File: config.mk
export PLATFORM = sky130hd
export DESIGN_NAME = aux_regulator_config_control
export DESIGN_NICKNAME = d
export VERILOG_FILES = /design/src/aux_reg_pkg.sv /design/src/aux_regulator_config_control.sv /design/src/pin_sync.sv /design/src/ahb_reg_slave.sv
export VERILOG_INCLUDE_DIRS = /design/src
export SDC_FILE = /design/constraint.sdc
export NUM_CORES = 1
export LEC_CHECK = 0
export ABC_CLOCK_PERIOD_IN_PS = 2100
export BUFFER_PORTS_ARGS = -buffer_cell sky130_fd_sc_hd__clkbuf_2
export CAP_MARGIN = 20
export CORE_UTILIZATION = 30
export CTS_BUF_LIST = sky130_fd_sc_hd__clkbuf_8
export DETAILED_ROUTE_END_ITERATION = 8
export GPL_TIMING_DRIVEN = 1
export SLEW_MARGIN = 25
export SYNTH_ARGS = -nofsm -noshare
export SYNTH_HDL_FRONTEND = slang
export SYNTH_SLANG_ARGS = --single-unit
File: constraint.sdc
create_clock -name mclk -period 2.1 [get_ports mclk]
set_input_delay 0.315 -clock mclk [delete_from_list [all_inputs] [get_ports mclk]]
set_output_delay 0.315 -clock mclk [all_outputs]
set_load 0.05 [all_outputs]
File: src/aux_reg_defs.svh
// register map, field positions and code values of the auxiliary regulator control
`ifndef AUX_REG_DEFS_SVH
`define AUX_REG_DEFS_SVH

`define AUX_ADDR_W       8
`define AUX_DATA_W       32
`define AUX_CTRL_OFS     8'h00
`define AUX_STAT_OFS     8'h04

`define CTRL_EN_BIT      0
`define CTRL_LS_BIT      1
`define CTRL_LVL_BIT     2
`define CTRL_STPK_BIT    3
`define CTRL_UVOFF_BIT   4

`define STAT_OC_BIT      0
`define STAT_UV_BIT      1
`define STAT_FAIL_BIT    2
`define STAT_CFG_LSB     3
`define STAT_ON_BIT      5
`define STAT_HP_BIT      6
`define STAT_LP_BIT      7
`define STAT_MODE_LSB    8

`define SYS_MODE_INIT    3'h0
`define SYS_MODE_NORMAL  3'h1
`define SYS_MODE_STOP    3'h3
`define SYS_MODE_SLEEP   3'h2
`define SYS_MODE_RESTART 3'h6
`define SYS_MODE_FAIL    3'h4

`define CFG_CODE_NONE    2'h0
`define CFG_CODE_SA      2'h1
`define CFG_CODE_LS      2'h3

`define BUS_CODE_IDLE    2'h0
`define BUS_CODE_WRITE   2'h1
`define BUS_CODE_READ    2'h2

`define HTRANS_NONSEQ    2'h2
`define HSIZE_WORD       3'h2
`define SENSE_W          5

`endif

File: src/aux_reg_pkg.sv
// types shared by the auxiliary regulator control modules
`include "aux_reg_defs.svh"
package aux_reg_pkg;

	typedef enum logic [2:0] {
		MODE_INIT    = `SYS_MODE_INIT,
		MODE_NORMAL  = `SYS_MODE_NORMAL,
		MODE_STOP    = `SYS_MODE_STOP,
		MODE_SLEEP   = `SYS_MODE_SLEEP,
		MODE_RESTART = `SYS_MODE_RESTART,
		MODE_FAIL    = `SYS_MODE_FAIL
	} sys_mode_t;

	typedef enum logic [1:0] {
		CFG_NONE       = `CFG_CODE_NONE,
		CFG_STANDALONE = `CFG_CODE_SA,
		CFG_LOADSHARE  = `CFG_CODE_LS
	} cfg_t;

	typedef enum logic [1:0] {
		BUS_IDLE  = `BUS_CODE_IDLE,
		BUS_WRITE = `BUS_CODE_WRITE,
		BUS_READ  = `BUS_CODE_READ
	} bus_phase_t;

	typedef struct packed {
		logic battery_uv;
		logic shunt_oc;
		logic aux_uv;
		logic base_hi;
		logic base_lo;
	} sense_t;

	typedef struct packed {
		logic                     wr_en;
		logic [`AUX_ADDR_W-1:0]   addr;
		logic [`AUX_DATA_W-1:0]   wdata;
	} reg_wr_t;

	typedef struct packed {
		bus_phase_t               phase;
		logic [`AUX_ADDR_W-1:0]   addr;
		logic [`AUX_DATA_W-1:0]   hrdata;
		logic                     hreadyout;
		logic                     hresp;
	} ahb_state_t;

	typedef struct packed {
		cfg_t cfg;
		logic sa_on;
		logic level_sel;
		logic stop_keep;
		logic uv_off;
		logic uv_latch;
		logic oc_flag;
		logic uv_flag;
		logic fail_flag;
		logic aux_on;
		logic lvl_out;
		logic hp_on;
		logic lp_on;
	} aux_state_t;

endpackage

File: src/aux_regulator_config_control.sv
// configuration, lock and on/off control of the auxiliary regulator
//
// Chosen here: the address map and the AHB-Lite register port.
`timescale 1ns/10ps
`include "aux_reg_defs.svh"

module aux_regulator_config_control (
	input  wire logic                   mclk,
	input  wire logic                   resetn,
	input  wire logic                   soft_reset,
	input  wire aux_reg_pkg::sys_mode_t sys_mode,
	input  wire aux_reg_pkg::sense_t    sense_pins,
	input  wire logic                   hsel,
	input  wire logic [31:0]            haddr,
	input  wire logic [1:0]             htrans,
	input  wire logic                   hwrite,
	input  wire logic [2:0]             hsize,
	input  wire logic [31:0]            hwdata,
	input  wire logic                   hready,
	output logic      [31:0]            hrdata,
	output logic                        hreadyout,
	output logic                        hresp,
	output logic                        aux_on,
	output logic                        aux_level_1v8,
	output logic                        high_power_on,
	output logic                        low_power_on,
	output logic                        serial_fail
);

	aux_reg_pkg::aux_state_t s_r;
	aux_reg_pkg::aux_state_t s_nxt;
	aux_reg_pkg::sense_t     sense;
	aux_reg_pkg::reg_wr_t    wr;
	logic [`AUX_ADDR_W-1:0]  rd_addr;
	logic [`AUX_DATA_W-1:0]  rd_data;
	logic                    wr_ctrl;
	logic                    wr_stat;
	logic                    want_en;
	logic                    want_ls;
	logic                    wanted;

	// analog comparators are asynchronous to mclk
	pin_sync #(
		.W(`SENSE_W)
	) u_sense_sync (
		.mclk     (mclk),
		.resetn   (resetn),
		.pin_in   (sense_pins),
		.sync_out (sense)
	);

	ahb_reg_slave u_bus (
		.mclk      (mclk),
		.resetn    (resetn),
		.hsel      (hsel),
		.haddr     (haddr),
		.htrans    (htrans),
		.hwrite    (hwrite),
		.hsize     (hsize),
		.hwdata    (hwdata),
		.hready    (hready),
		.rd_data   (rd_data),
		.rd_addr   (rd_addr),
		.wr        (wr),
		.hrdata    (hrdata),
		.hreadyout (hreadyout),
		.hresp     (hresp)
	);

	// whether the configured regulator should run in the given system mode
	function automatic logic mode_wants_on(
		input aux_reg_pkg::cfg_t      cfg,
		input aux_reg_pkg::sys_mode_t mode,
		input logic                   sa_on,
		input logic                   stop_keep
	);
		logic on;
		on = 1'b0;
		unique case (cfg)
			aux_reg_pkg::CFG_STANDALONE: begin
				// init and fail-safe force off, other modes hold the stored choice
				on = sa_on && mode != aux_reg_pkg::MODE_INIT
					&& mode != aux_reg_pkg::MODE_FAIL;
			end
			aux_reg_pkg::CFG_LOADSHARE: begin
				unique case (mode)
					aux_reg_pkg::MODE_NORMAL:  on = 1'b1;
					aux_reg_pkg::MODE_RESTART: on = 1'b1;
					aux_reg_pkg::MODE_STOP:    on = stop_keep;
					aux_reg_pkg::MODE_FAIL:    on = 1'b0;
					aux_reg_pkg::MODE_INIT,
					aux_reg_pkg::MODE_SLEEP:   on = 1'b0;
					default:                   on = 1'b0;
				endcase
			end
			aux_reg_pkg::CFG_NONE: on = 1'b0;
			default:               on = 1'b0;
		endcase
		return on;
	endfunction

	// register select; shared by the write strobes and the read-back mux
	// only the low address byte is decoded, so the map repeats every 256 bytes
	function automatic logic reg_hit(
		input logic [`AUX_ADDR_W-1:0] addr,
		input logic [`AUX_ADDR_W-1:0] ofs
	);
		return addr == ofs;
	endfunction

	// stage enables as {high, low}; stop runs low-power and adds high-power on demand
	function automatic logic [1:0] stage_next(
		input logic                   on,
		input aux_reg_pkg::sys_mode_t mode,
		input logic                   hp_now,
		input logic                   lp_now,
		input aux_reg_pkg::sense_t    sn
	);
		logic hp;
		logic lp;
		hp = 1'b0;
		lp = 1'b0;
		if (on && mode == aux_reg_pkg::MODE_STOP) begin
			lp = 1'b1;
			// entering stop starts from the low-power stage alone
			hp = hp_now && lp_now;
			if (sn.base_hi) begin
				hp = 1'b1;
			end else if (sn.base_lo) begin
				hp = 1'b0;
			end
		end else if (on) begin
			// outside stop the high-power stage carries the load alone
			hp = 1'b1;
		end
		return {hp, lp};
	endfunction

	// read-back images of the two registers
	// the load-share bit reads back the lock, not the last written value
	function automatic logic [`AUX_DATA_W-1:0] ctrl_word(
		input aux_reg_pkg::aux_state_t st
	);
		logic [`AUX_DATA_W-1:0] w;
		w                  = '0;
		w[`CTRL_EN_BIT]    = st.sa_on;
		w[`CTRL_LS_BIT]    = st.cfg == aux_reg_pkg::CFG_LOADSHARE;
		w[`CTRL_LVL_BIT]   = st.level_sel;
		w[`CTRL_STPK_BIT]  = st.stop_keep;
		w[`CTRL_UVOFF_BIT] = st.uv_off;
		return w;
	endfunction

	// status image; the mode field shows the mode seen in this cycle
	function automatic logic [`AUX_DATA_W-1:0] stat_word(
		input aux_reg_pkg::aux_state_t st,
		input aux_reg_pkg::sys_mode_t  mode
	);
		logic [`AUX_DATA_W-1:0] w;
		w                      = '0;
		w[`STAT_OC_BIT]        = st.oc_flag;
		w[`STAT_UV_BIT]        = st.uv_flag;
		w[`STAT_FAIL_BIT]      = st.fail_flag;
		w[`STAT_CFG_LSB +: 2]  = st.cfg;
		w[`STAT_ON_BIT]        = st.aux_on;
		w[`STAT_HP_BIT]        = st.hp_on;
		w[`STAT_LP_BIT]        = st.lp_on;
		w[`STAT_MODE_LSB +: 3] = mode;
		return w;
	endfunction

	// write strobes last exactly the one data-phase cycle
	assign wr_ctrl = wr.wr_en && reg_hit(wr.addr, `AUX_CTRL_OFS);
	assign wr_stat = wr.wr_en && reg_hit(wr.addr, `AUX_STAT_OFS);
	assign want_en = wr.wdata[`CTRL_EN_BIT];
	assign want_ls = wr.wdata[`CTRL_LS_BIT];

	always_comb begin
		s_nxt = s_r;

		// status flags clear by writing one; the sets further down win
		if (wr_stat) begin
			// overcurrent flag only yields once the condition is gone
			if (wr.wdata[`STAT_OC_BIT] && !sense.shunt_oc) begin
				s_nxt.oc_flag = 1'b0;
			end
			if (wr.wdata[`STAT_UV_BIT]) begin
				s_nxt.uv_flag = 1'b0;
			end
			if (wr.wdata[`STAT_FAIL_BIT]) begin
				s_nxt.fail_flag = 1'b0;
			end
		end

		if (wr_ctrl) begin
			s_nxt.level_sel = wr.wdata[`CTRL_LVL_BIT];
			s_nxt.stop_keep = wr.wdata[`CTRL_STPK_BIT];
			s_nxt.uv_off    = wr.wdata[`CTRL_UVOFF_BIT];
			unique case (s_r.cfg)
				aux_reg_pkg::CFG_NONE: begin
					// load-share takes priority; the enable bit then has no function
					if (want_ls) begin
						s_nxt.cfg = aux_reg_pkg::CFG_LOADSHARE;
					end else if (want_en && sys_mode == aux_reg_pkg::MODE_NORMAL) begin
						s_nxt.cfg   = aux_reg_pkg::CFG_STANDALONE;
						s_nxt.sa_on = 1'b1;
					end
				end
				aux_reg_pkg::CFG_STANDALONE: begin
					// load-share bit ignored here, no failure reported
					if (sys_mode == aux_reg_pkg::MODE_NORMAL) begin
						s_nxt.sa_on = want_en;
					end
				end
				aux_reg_pkg::CFG_LOADSHARE: begin
					if (want_en || !want_ls) begin
						s_nxt.fail_flag = 1'b1;
					end
				end
				default: s_nxt.cfg = aux_reg_pkg::CFG_NONE;
			endcase
		end

		// battery undervoltage latch; with undervoltage-off set, a control write restarts
		if (sense.battery_uv) begin
			s_nxt.uv_latch = 1'b1;
		end else if (!s_r.uv_off || wr_ctrl) begin
			s_nxt.uv_latch = 1'b0;
		end

		wanted       = mode_wants_on(s_nxt.cfg, sys_mode, s_nxt.sa_on, s_nxt.stop_keep);
		s_nxt.aux_on = wanted && !s_nxt.uv_latch;

		// level select only reaches the output in stand-alone
		s_nxt.lvl_out = s_nxt.cfg == aux_reg_pkg::CFG_STANDALONE
			&& s_nxt.level_sel;

		{s_nxt.hp_on, s_nxt.lp_on} = stage_next(s_nxt.aux_on, sys_mode, s_r.hp_on,
			s_r.lp_on, sense);

		// flags only in stand-alone; load sharing has neither current limit nor monitor
		if (s_r.cfg == aux_reg_pkg::CFG_STANDALONE && s_r.aux_on) begin
			if (sense.shunt_oc) begin
				s_nxt.oc_flag = 1'b1;
			end
			if (sense.aux_uv) begin
				s_nxt.uv_flag = 1'b1;
			end
		end

		// soft reset clears settings and flags but the lock and the stand-alone enable survive it
		if (soft_reset) begin
			s_nxt.level_sel = 1'b0;
			s_nxt.stop_keep = 1'b0;
			s_nxt.uv_off    = 1'b0;
			s_nxt.oc_flag   = 1'b0;
			s_nxt.uv_flag   = 1'b0;
			s_nxt.fail_flag = 1'b0;
		end
	end

	always_ff @(posedge mclk) begin
		if (!resetn) begin
			s_r <= '0;
		end else begin
			s_r <= s_nxt;
		end
	end

	// unmapped offsets read as zero; the slave registers this word for the data phase
	always_comb begin
		rd_data = '0;
		if (reg_hit(rd_addr, `AUX_CTRL_OFS)) begin
			rd_data = ctrl_word(s_r);
		end else if (reg_hit(rd_addr, `AUX_STAT_OFS)) begin
			rd_data = stat_word(s_r, sys_mode);
		end
	end

	// every regulator output is a field of the state register; the bus outputs come from the slave's
	assign aux_on        = s_r.aux_on;
	assign aux_level_1v8 = s_r.lvl_out;
	assign high_power_on = s_r.hp_on;
	assign low_power_on  = s_r.lp_on;
	assign serial_fail   = s_r.fail_flag;

endmodule

File: src/pin_sync.sv
// three-stage synchroniser; output follows once stages two and three agree
`timescale 1ns/10ps
module pin_sync #(
	parameter int W = 1
) (
	input  wire logic         mclk,
	input  wire logic         resetn,
	input  wire logic [W-1:0] pin_in,
	output logic      [W-1:0] sync_out
);

	typedef struct packed {
		logic [W-1:0] s1;
		logic [W-1:0] s2;
		logic [W-1:0] s3;
		logic [W-1:0] q;
	} sync_state_t;

	sync_state_t s_r;
	sync_state_t s_nxt;

	always_comb begin
		s_nxt    = s_r;
		s_nxt.s1 = pin_in;
		s_nxt.s2 = s_r.s1;
		s_nxt.s3 = s_r.s2;
		for (int i = 0; i < W; i++) begin
			if (s_r.s2[i] == s_r.s3[i]) begin
				s_nxt.q[i] = s_r.s3[i];
			end
		end
	end

	always_ff @(posedge mclk) begin
		if (!resetn) begin
			s_r <= '0;
		end else begin
			s_r <= s_nxt;
		end
	end

	assign sync_out = s_r.q;

endmodule

File: src/ahb_reg_slave.sv
// ahb-lite slave front end: write strobe in the data phase, reads take one wait state
`timescale 1ns/10ps
`include "aux_reg_defs.svh"

module ahb_reg_slave (
	input  wire logic                   mclk,
	input  wire logic                   resetn,
	input  wire logic                   hsel,
	input  wire logic [31:0]            haddr,
	input  wire logic [1:0]             htrans,
	input  wire logic                   hwrite,
	input  wire logic [2:0]             hsize,
	input  wire logic [31:0]            hwdata,
	input  wire logic                   hready,
	input  wire logic [`AUX_DATA_W-1:0] rd_data,
	output logic      [`AUX_ADDR_W-1:0] rd_addr,
	output aux_reg_pkg::reg_wr_t        wr,
	output logic      [31:0]            hrdata,
	output logic                        hreadyout,
	output logic                        hresp
);

	aux_reg_pkg::ahb_state_t s_r;
	aux_reg_pkg::ahb_state_t s_nxt;
	logic                    take;

	// only whole-word single transfers are decoded; other sizes pass as idle
	assign take = hsel && hready && htrans == `HTRANS_NONSEQ && hsize == `HSIZE_WORD;

	always_comb begin
		s_nxt           = s_r;
		s_nxt.hresp     = 1'b0;
		s_nxt.hreadyout = 1'b1;
		unique case (s_r.phase)
			aux_reg_pkg::BUS_READ: begin
				s_nxt.hrdata = rd_data;
				s_nxt.phase  = aux_reg_pkg::BUS_IDLE;
			end
			aux_reg_pkg::BUS_IDLE,
			aux_reg_pkg::BUS_WRITE: begin
				s_nxt.phase = aux_reg_pkg::BUS_IDLE;
				if (take) begin
					s_nxt.addr = haddr[`AUX_ADDR_W-1:0];
					if (hwrite) begin
						s_nxt.phase = aux_reg_pkg::BUS_WRITE;
					end else begin
						s_nxt.phase     = aux_reg_pkg::BUS_READ;
						s_nxt.hreadyout = 1'b0;
					end
				end
			end
			default: s_nxt.phase = aux_reg_pkg::BUS_IDLE;
		endcase
	end

	always_ff @(posedge mclk) begin
		if (!resetn) begin
			s_r           <= '0;
			s_r.hreadyout <= 1'b1;
		end else begin
			s_r <= s_nxt;
		end
	end

	assign wr         = {s_r.phase == aux_reg_pkg::BUS_WRITE, s_r.addr, hwdata};
	assign rd_addr    = s_r.addr;
	assign hrdata     = s_r.hrdata;
	assign hreadyout  = s_r.hreadyout;
	assign hresp      = s_r.hresp;

endmodule

# Word-level counts from Yosys, hierarchy flattened
# Index checks and enable logic that the tools add are counted.
[totals] reg_bits=77 latchBits=0 ramBits=0 rom_bits=0 in_bits=83 output_inout_bits=39 wordCells=104 n_memories=0
[op_classes] addsub=0 multipliers=0 n_div=0 n_lt_le_gt_ge=0 n_eq_ne=18 n_shift=0 mux=30 bitwise_logic=1 reduce_logical=30
[op_table] op="$mux W11" n=2
[op_table] op="$mux W1" n=18
[op_table] op="$logic_and A1 B1 Y1" n=14
[op_table] op="$eq A2 B2 Y1 const B" n=4
[op_table] op="$eq A8 B3 Y1 const B" n=1
[op_table] op="$logic_not A8 Y1" n=1
[op_table] op="$reduce_or A2 Y1" n=4
[op_table] op="$eq A2 B1 Y1 const B" n=3
[op_table] op="$eq A3 B2 Y1 const B" n=2
[op_table] op="$mux W2" n=3
[op_table] op="$mux W3" n=2
[op_table] op="$mux W6" n=1
[op_table] op="$pmux W1 S2" n=3
[op_table] op="$eq A1 B1 Y1" n=5
[op_table] op="$logic_not A1 Y1" n=4
[op_table] op="$logic_not A2 Y1" n=2
[op_table] op="$pmux W2 S2" n=1
[op_table] op="$eq A3 B1 Y1 const B" n=1
[op_table] op="$eq A3 B3 Y1 const B" n=1
[op_table] op="$ne A3 B3 Y1 const B" n=1
[op_table] op="$reduce_and A3 Y1" n=1
[op_table] op="$reduce_bool A3 Y1" n=1
[op_table] op="$logic_or A1 B1 Y1" n=2
[op_table] op="$reduce_and A2 Y1" n=1
[op_table] op="$not A1 Y1" n=1

# Depth between registers and ports, before layout
# Gate-level depths: netlist (run 1).
[logic_depth] word_depth=12 mapped_depth=6

# Modules after synthesis
# From an unflattened synthesis (run 1), not the netlist that was laid out.
[unflattened] hier_cells=429 hier_area_um2=3827.4
[modules_own_cells] mod="ahb_reg_slave" instances=1 cells_per_inst=267 area_each_um2=2267.2
[modules_own_cells] mod="aux_regulator_config_control" instances=1 cells_per_inst=105 area_each_um2=915.9
[modules_own_cells] mod="pin_sync" instances=1 cells_per_inst=57 area_each_um2=644.4

# Least setup slack after synthesis (run 1)
# No wires, ideal clock.
[synth_timing] path_type="reg-to-reg" start="register u_bus.s_r (netlist bit u_bus.rd_addr[4])" end="register s_r (netlist bit high_power_on)" setup_ns=0.130 t_arrival_ns=1.491 slack_ns=0.478 path_stages_with_launch=6 period_less_slack_ns=1.622 cell_sequence="dfxtp_1 -> nor4_4 -> nand3_2 -> o41ai_2 -> o211a_1 -> nor4_1"
[synth_between] elab_chain_len=9
[synth_rtl] item="start, declared" line_no="ahb_reg_slave.sv:23" source="aux_reg_pkg::ahb_state_t s_r;"
[synth_rtl] item="start signal, assigned" line_no="ahb_reg_slave.sv:61" source="s_r <= s_nxt;"
[synth_rtl] item="$logic_not A8 Y1 (*)" line_no="aux_regulator_config_control.sv:108" source="return addr == ofs;"
[synth_rtl] item="$logic_and A1 B1 Y1 (*)" line_no="aux_regulator_config_control.sv:173" source="assign wr_ctrl = wr.wr_en && reg_hit(wr.addr, `AUX_CTRL_OFS);"
[synth_rtl] item="branches (longest 4 deep; another with $mux W6)"
[synth_rtl] item="$logic_and A1 B1 Y1 (*)" line_no="aux_regulator_config_control.sv:232" source="s_nxt.aux_on = wanted && !s_nxt.uv_latch;"
[synth_rtl] item="$mux W1 / $logic_and A1 B1 Y1 (equally long branches)" line_no="aux_regulator_config_control.sv:132, aux_regulator_config_control.sv:123"
[synth_rtl] item="$mux W1 (*)" line_no="aux_regulator_config_control.sv:123" source="if (on && mode == aux_reg_pkg::MODE_STOP) begin"
[synth_rtl] item="end signal, assigned" line_no="aux_regulator_config_control.sv:266" source="s_r <= s_nxt;"
[synth_rtl] item="end, declared" line_no="aux_regulator_config_control.sv:30" source="aux_reg_pkg::aux_state_t s_r;"
# Every way passes the cells marked *.
# A chain may end at the register's enable or synchronous reset.

# Final worst setup path (run 1)
# Same ends and word-level chain as after synthesis.

==> impl_metrics.json, run 1 <==
{
  "power_density_nw_per_um2": 694.0,
  "grt_antenna_before_repair": 0,
  "coreArea_um2": 7928,
  "dpl_cell_area_um2": 2673,
  "die_y_um": 93.47,
  "leakagePower_nw": 1.112,
  "clockBufferDepth": 2,
  "die_w_um": 93.47,
  "drive_gt1_share_pct": 28.09,
  "start_kind": "flop",
  "post-route-period-util_pct": 88.35,
  "synth_warnings": 0,
  "hold_viol_final": 0,
  "critical_path_class": "flop to flop",
  "viasPerCell": 4.384,
  "io_buffers": 48,
  "holdBufCountCts": 0,
  "nets": 381,
  "first_pass_iters": 4,
  "ys_ff_latch": 56,
  "grt_max_degree": 35,
  "ir_drop_mv": 0.3306,
  "finalClockSkew_ns": 0.01121,
  "fin_util_pct": 35.07,
  "grt_pass1_wl_mm": 7.514,
  "htree_levels": 2,
  "start_util_pct": 31.66,
  "cts.sinks": 56,
  "min_period_ns": 1.855,
  "cts_tree": "done",
  "cp_data_required_time_ns": 2.29,
  "post-dp-hpwl_mm": 3.345,
  "grt_overflow": 0,
  "drt-initial-drc-count": 47,
  "setup-tns-final_ns": 0,
  "via_count": 1758,
  "status": "finished, final reports clean",
  "rsz0062_at_grt": "no",
  "synthesis.area_um2": 2510,
  "synth_cell_types": 43,
  "grt_pass1_vias": 1675,
  "cts_buffers": 5,
  "ant_nets": 0,
  "cts.repair.resized": 0,
  "drc_errors": 0,
  "clkTransAtPathRegs_ns": 0.10,
  "cp-end-kind": "flop",
  "std_cell_rows": 32,
  "timing.max_cap.violations": 0,
  "clock.fmax_mhz": 539.0,
  "finalSetupViolCount": 0,
  "dieArea_um2": 8736,
  "timing.final.max_slew_violations": 0,
  "crit_fanout": 7,
  "stdcell_area_um2": 2780,
  "syn_to_final_growth_pct": 10.77,
  "grt_usage_pct": 10.97,
  "clk_latency_ns": 0.30,
  "cts_setup_buffers": 0,
  "place_congestion": 0.8206,
  "syn_inst": 260,
  "worstPathArrival_ns": 2.04,
  "ctsRootBufferMaster": "clkbuf_8",
  "hp-class": "input port to flop",
  "synth_area_per_cell_um2": 9.653,
  "pin_count": 122,
  "wl_per_cell_um": 11.18,
  "routed_wl_mm": 4.482,
  "antenna_cells": 0,
  "ys_seq_area_share_pct": 44.67
}
where the power goes:
part / switching, mW / internal [mW] / leakage [nW] / total, mW
Clock: 0.335 / 0.350 / 0.0593 / 0.684
Combinational: 0.124 / 0.0430 / 0.599 / 0.167
Sequential: 0.00465 / 1.07 / 0.454 / 1.08
Total: 0.463 / 1.47 / 1.11 / 1.93
placed cells by master, fill, tap and decap left out, types with 4 or more instances in the layout:
cell      Yosys  final
a22oi_1       4      4
nand3b_1      5      5
clkbuf_2      0     48
o21ai_0      15     15
a21boi_0     14     14
nor2b_2       6      6
clkbuf_8      1      5
and2_1       17     17
conb_1        1     22
a22oi_2       6      6
nor2_1       10     10
dfxtp_1      56     56
a21oi_1       4      4
nand2_1      31     31
inv_1         5      6
mux2_2        4      4
nand2b_1      4      4
nor2b_1       5      5
state kept, by name (all words and copies together), names as in the netlist:
register and flops:
u_bus.hrdata 11, u_sense_sync.s_nxt 10, s_r 9, u_bus.rd_addr 8, u_sense_sync.s_r 5, u_sense_sync.sync_out 5, u_bus.s_r 2, aux_level_1v8 1
aux_on 1, high_power_on 1, low_power_on 1, serial_fail 1, u_bus.hreadyout 1
final cells by class:
cell class              count  area [um^2]
multi-input cells         178         1139
fillers                   818         5147
clock buffers               5        68.82
flip-flops and latches     56         1121
inverters                   6        22.52
well taps                 102        127.6
clock inverters             3        38.79
repair buffers             51        262.8
critical path, cell delays in order (launching register included):
cell	delay, ns
dfxtp_1	0.36
nor4_4	0.40
nand3_2	0.28
o41ai_2	0.41
o211a_1	0.24
nor4_1	0.06
layer usage:
layer  track usage, %  up-vias  share of wire, %
li1                 -      899                 -
met2            17.83       46                48
met3            2.764        5               4.8
met5                0        -                 0
met1            13.94      808                47
met4            4.103        0              0.89
path summary, 6_finish.rpt:
path,startpoint,to,slack [ns],depth (start not counted)
max,u_bus.rd_addr[4],high_power_on,0.24,5
min,sense_pins[3],u_sense_sync.s_nxt[13],0.21,2
max reg2reg,u_bus.rd_addr[4],high_power_on,0.24,5
min reg2reg,u_sense_sync.s_nxt[11],u_sense_sync.s_nxt[6],0.44,1
Yosys cell counts, drive strengths merged:
| master | number | area share [%] |
|---|---|---|
| o21a | 1 | 0.30 |
| nor2 | 10 | 1.5 |
| conb | 1 | 0.15 |
| mux2 | 4 | 1.8 |
| nand4b | 3 | 1.0 |
| or4 | 1 | 0.45 |
| o22ai | 1 | 0.25 |
| buf | 36 | 11 |
| o41ai | 1 | 0.65 |
| clkinv | 1 | 0.15 |
| nand2b | 4 | 1.0 |
| nand2 | 31 | 4.6 |
| clkbuf | 5 | 1.1 |
| nor4bb | 3 | 1.2 |
| nand3 | 1 | 0.40 |
| a21oi | 4 | 0.80 |
| nor4 | 3 | 1.3 |
| inv | 5 | 0.75 |
| dfxtp | 56 | 45 |
| nor2b | 11 | 3.3 |
| mux2i | 4 | 1.7 |
| nand3b | 5 | 1.5 |
| a211o | 1 | 0.35 |
| or3 | 1 | 0.30 |
| nor3b | 1 | 0.75 |
| a31oi | 1 | 0.25 |
| or2 | 1 | 0.25 |
| and3 | 1 | 0.25 |
| and2 | 17 | 4.2 |
| or2b | 1 | 0.35 |
| a22oi | 10 | 4.2 |
| nor3 | 5 | 1.6 |
| o211a | 1 | 0.40 |
| o21ai | 15 | 3.0 |
| a21boi | 14 | 4.2 |
cells by family after synthesis:
group	share of synthesized area, %
other	0.1494
AND/OR/NAND/NOR	24.18
AO/OA/AOI/OAI	14.36
flip-flops	44.67
multiplexers	3.539
buffers and inverters	13.11
per-stage QoR:
stage | instances | total power [mW] | hold slack (ns) | setup WS [ns]
3_3_place_gp | 393 | 1.269 | 0.4174 | 0.2559
4_1_cts | 401 | 1.964 | 0.2008 | 0.2271
2_1_floorplan | 281 | 1.260 | 0.4119 | 0.4784
3_5_place_dp | 393 | 1.270 | 0.4192 | 0.2245
6_report | 401 | 1.929 | 0.2128 | 0.2447
5_1_grt | 401 | 2.019 | 0.1958 | 0.1231
(Power assumes the default switching activity.)
==> run 2: changes to the inputs <==
--- a/config.mk
+++ b/config.mk
@@ -9,10 +9,14 @@
 export ABC_CLOCK_PERIOD_IN_PS = 2100
 export BUFFER_PORTS_ARGS = -buffer_cell sky130_fd_sc_hd__clkbuf_2
 export CAP_MARGIN = 20
-export CORE_UTILIZATION = 30
+export CELL_PAD_IN_SITES_DETAIL_PLACEMENT = 0
+export CELL_PAD_IN_SITES_GLOBAL_PLACEMENT = 2
+export CORE_MARGIN = 2
+export CORE_UTILIZATION = 27
 export CTS_BUF_LIST = sky130_fd_sc_hd__clkbuf_8
 export DETAILED_ROUTE_END_ITERATION = 8
 export GPL_TIMING_DRIVEN = 1
+export PLACE_DENSITY_LB_ADDON = 0.1
 export SLEW_MARGIN = 25
 export SYNTH_ARGS = -nofsm -noshare
 export SYNTH_HDL_FRONTEND = slang
==> run 2 against run 1 <==
Flip-flop and latch count is the same; cell count grew 3.0%; worst hold slack got worse by 0.020 ns; final area up 0.77%.
==> impl_metrics.json, run 2 (synthesized netlist as in run 1, its figures left out) <==
{
  "ir_drop_mv": 0.2219,
  "power.net_switching_uw": 520.0,
  "ctsRootBufferMaster": "clkbuf_8",
  "drc_errors": 0,
  "die_y_um": 100.4,
  "reg2reg_from": "u_bus.rd_addr[4]",
  "crit_fanout": 6,
  "fin_util_pct": 30.76,
  "largest_reg_flops": 11,
  "start_util_pct": 27.55,
  "sequentialPowerShare_pct": 57.3,
  "finalClockSkew_ns": 0.01397,
  "cp-end-kind": "flop",
  "grt_antenna_before_repair": 0,
  "p_sw_share_pct": 27.63,
  "p_int_mw": 1.362,
  "worstPathArrival_ns": 2.05,
  "viasPerCell": 4.211,
  "min_period_ns": 1.782,
  "ant_nets": 0,
  "holdPathEnd": "u_sense_sync.s_nxt[11]",
  "p_total_mw": 1.882,
  "final_common_cell": "dfxtp_1",
  "die_w_um": 100.4,
  "num-fill-cells": 1001,
  "layout_common_cells": "56 x dfxtp_1, 48 x clkbuf_2, 31 x nand2_1",
  "cts_tree": "done",
  "first_pass_iters": 4,
  "p_clk_share_pct": 33.7,
  "worstRegToRegCells": 5,
  "cts.sinks": 56,
  "crit_slowest_cell": "or4_4",
  "leakagePower_nw": 1.115,
  "dpl_cell_area_um2": 2706,
  "rrSetupSlack_ns": 0.32,
  "cts_buffers": 5,
  "regArea_um2": 1121,
  "post-dp-hpwl_mm": 3.734,
  "cp_data_required_time_ns": 2.37,
  "cts.repair.resized": 0,
  "slowest_delay_ns": 0.57,
  "r2r-end": "u_bus.hrdata[6]",
  "drive_gt1_share_pct": 29.14,
  "comb_power_share_pct": 8.9,
  "rsz0062_at_grt": "no",
  "clockBufferDepth": 2,
  "cp-startpoint": "u_bus.rd_addr[4]",
  "coreArea_um2": 9109,
  "power_density_nw_per_um2": 671.8,
  "grt_pass1_wl_mm": 8.487,
  "routed_wl_mm": 5.170,
  "clk_latency_ns": 0.32,
  "antenna_cells": 0,
  "critical_path_class": "flop to flop",
  "clkTransAtPathRegs_ns": 0.12,
  "post-route-period-util_pct": 84.86,
  "drt-initial-drc-count": 33,
  "via_count": 1739,
  "grt_usage_pct": 10.77,
  "start_kind": "flop",
  "syn_to_final_growth_pct": 11.62,
  "grt_max_degree": 31,
  "timing.max_cap.violations": 0,
  "holdBufCountCts": 0,
  "crit_chain": "or4_4 > nor3_4 > and2_1 > a22oi_2 > nor2b_2",
  "htree_levels": 2,
  "hold-worst-slack_ns": 0.1933,
  "stdcell_area_um2": 2801,
  "finalSetupViolCount": 0,
  "multi_input_area_um2": 1139,
  "hp-class": "input port to flop",
  "hold_viol_final": 0,
  "grt_overflow": 0,
  "hold_start": "sense_pins[1]",
  "std_cell_rows": 35,
  "cts_setup_buffers": 0,
  "place_congestion": 0.7053,
  "setup-tns-final_ns": 0,
  "grt_pass1_vias": 1662,
  "io_buffers": 48,
  "wl_per_cell_um": 12.52,
  "status": "finished, final reports clean",
  "nets": 384,
  "hold_depth": 2,
  "timing.final.max_slew_violations": 0,
  "dieArea_um2": 10080,
  "pin_count": 122,
  "clock.fmax_mhz": 561.2
}
==> run 2: cell count changes in the layout (fill, tap and decap cells not counted) <==
cell	before	now
bufinv_16	1	0
buf_4	3	6
inv_6	0	1
clkinv_4	0	2
clkinv_2	1	0
inv_1	6	5
==> run 2: through the flow <==
step	std cells	setup slack, ns
6_report	413	0.3180
5_1_grt	413	0.1333
4_1_cts	413	0.2786
3_5_place_dp	405	0.2960
3_3_place_gp	405	0.2961
2_1_floorplan	281	0.4784
==> run 2: layout make-up <==
cell class,count,share of cell area [%]
multi-input combinational,178,40.64
sequential,56,40.02
timing repair buffer,54,10.18
tap,111,4.958
clock buffer,5,2.456
clock inverter,3,0.9379
inverter,6,0.8039
==> run 2: how the worst max path moves through the flow <==
stage	to	slack, ns
global placement	u_bus.hrdata[6]	0.30
detailed placement	u_bus.hrdata[7]	0.30
floorplan	high_power_on	0.48
finish	u_bus.hrdata[6]	0.32
global route	low_power_on	0.13
CTS	u_bus.hrdata[7]	0.28
==> run 2: power by group through the flow <==
| stage | clock, mW | sequential [mW] | combinational, mW |
|---|---|---|---|
| floorplan | 0 | 1.10 | 0.158 |
| global placement | 0 | 1.10 | 0.170 |
| detailed placement | 0 | 1.10 | 0.170 |
| CTS | 0.675 | 1.08 | 0.170 |
| global route | 0.705 | 1.08 | 0.183 |
| finish | 0.635 | 1.08 | 0.168 |
==> run 2: layer usage <==
metal  part of all wire, %  vias up  GRT usage [%]  wire, um
met1                    51      790          15.10      2613
met3                   4.1        6          2.646       213
met4                   1.3        0          3.161        65
li1                      -      904              -         -
met2                    44       39          16.37      2277
met5                     0        -              0         0
==> run 2: worst max-delay path: cells and delay by family, from the launching register on <==
| family | cells | cell delay, ns |
|---|---|---|
| flip-flops | 1 | 0.36 |
| AO/OA/AOI/OAI | 1 | 0.09 |
| AND/OR/NAND/NOR | 4 | 1.28 |
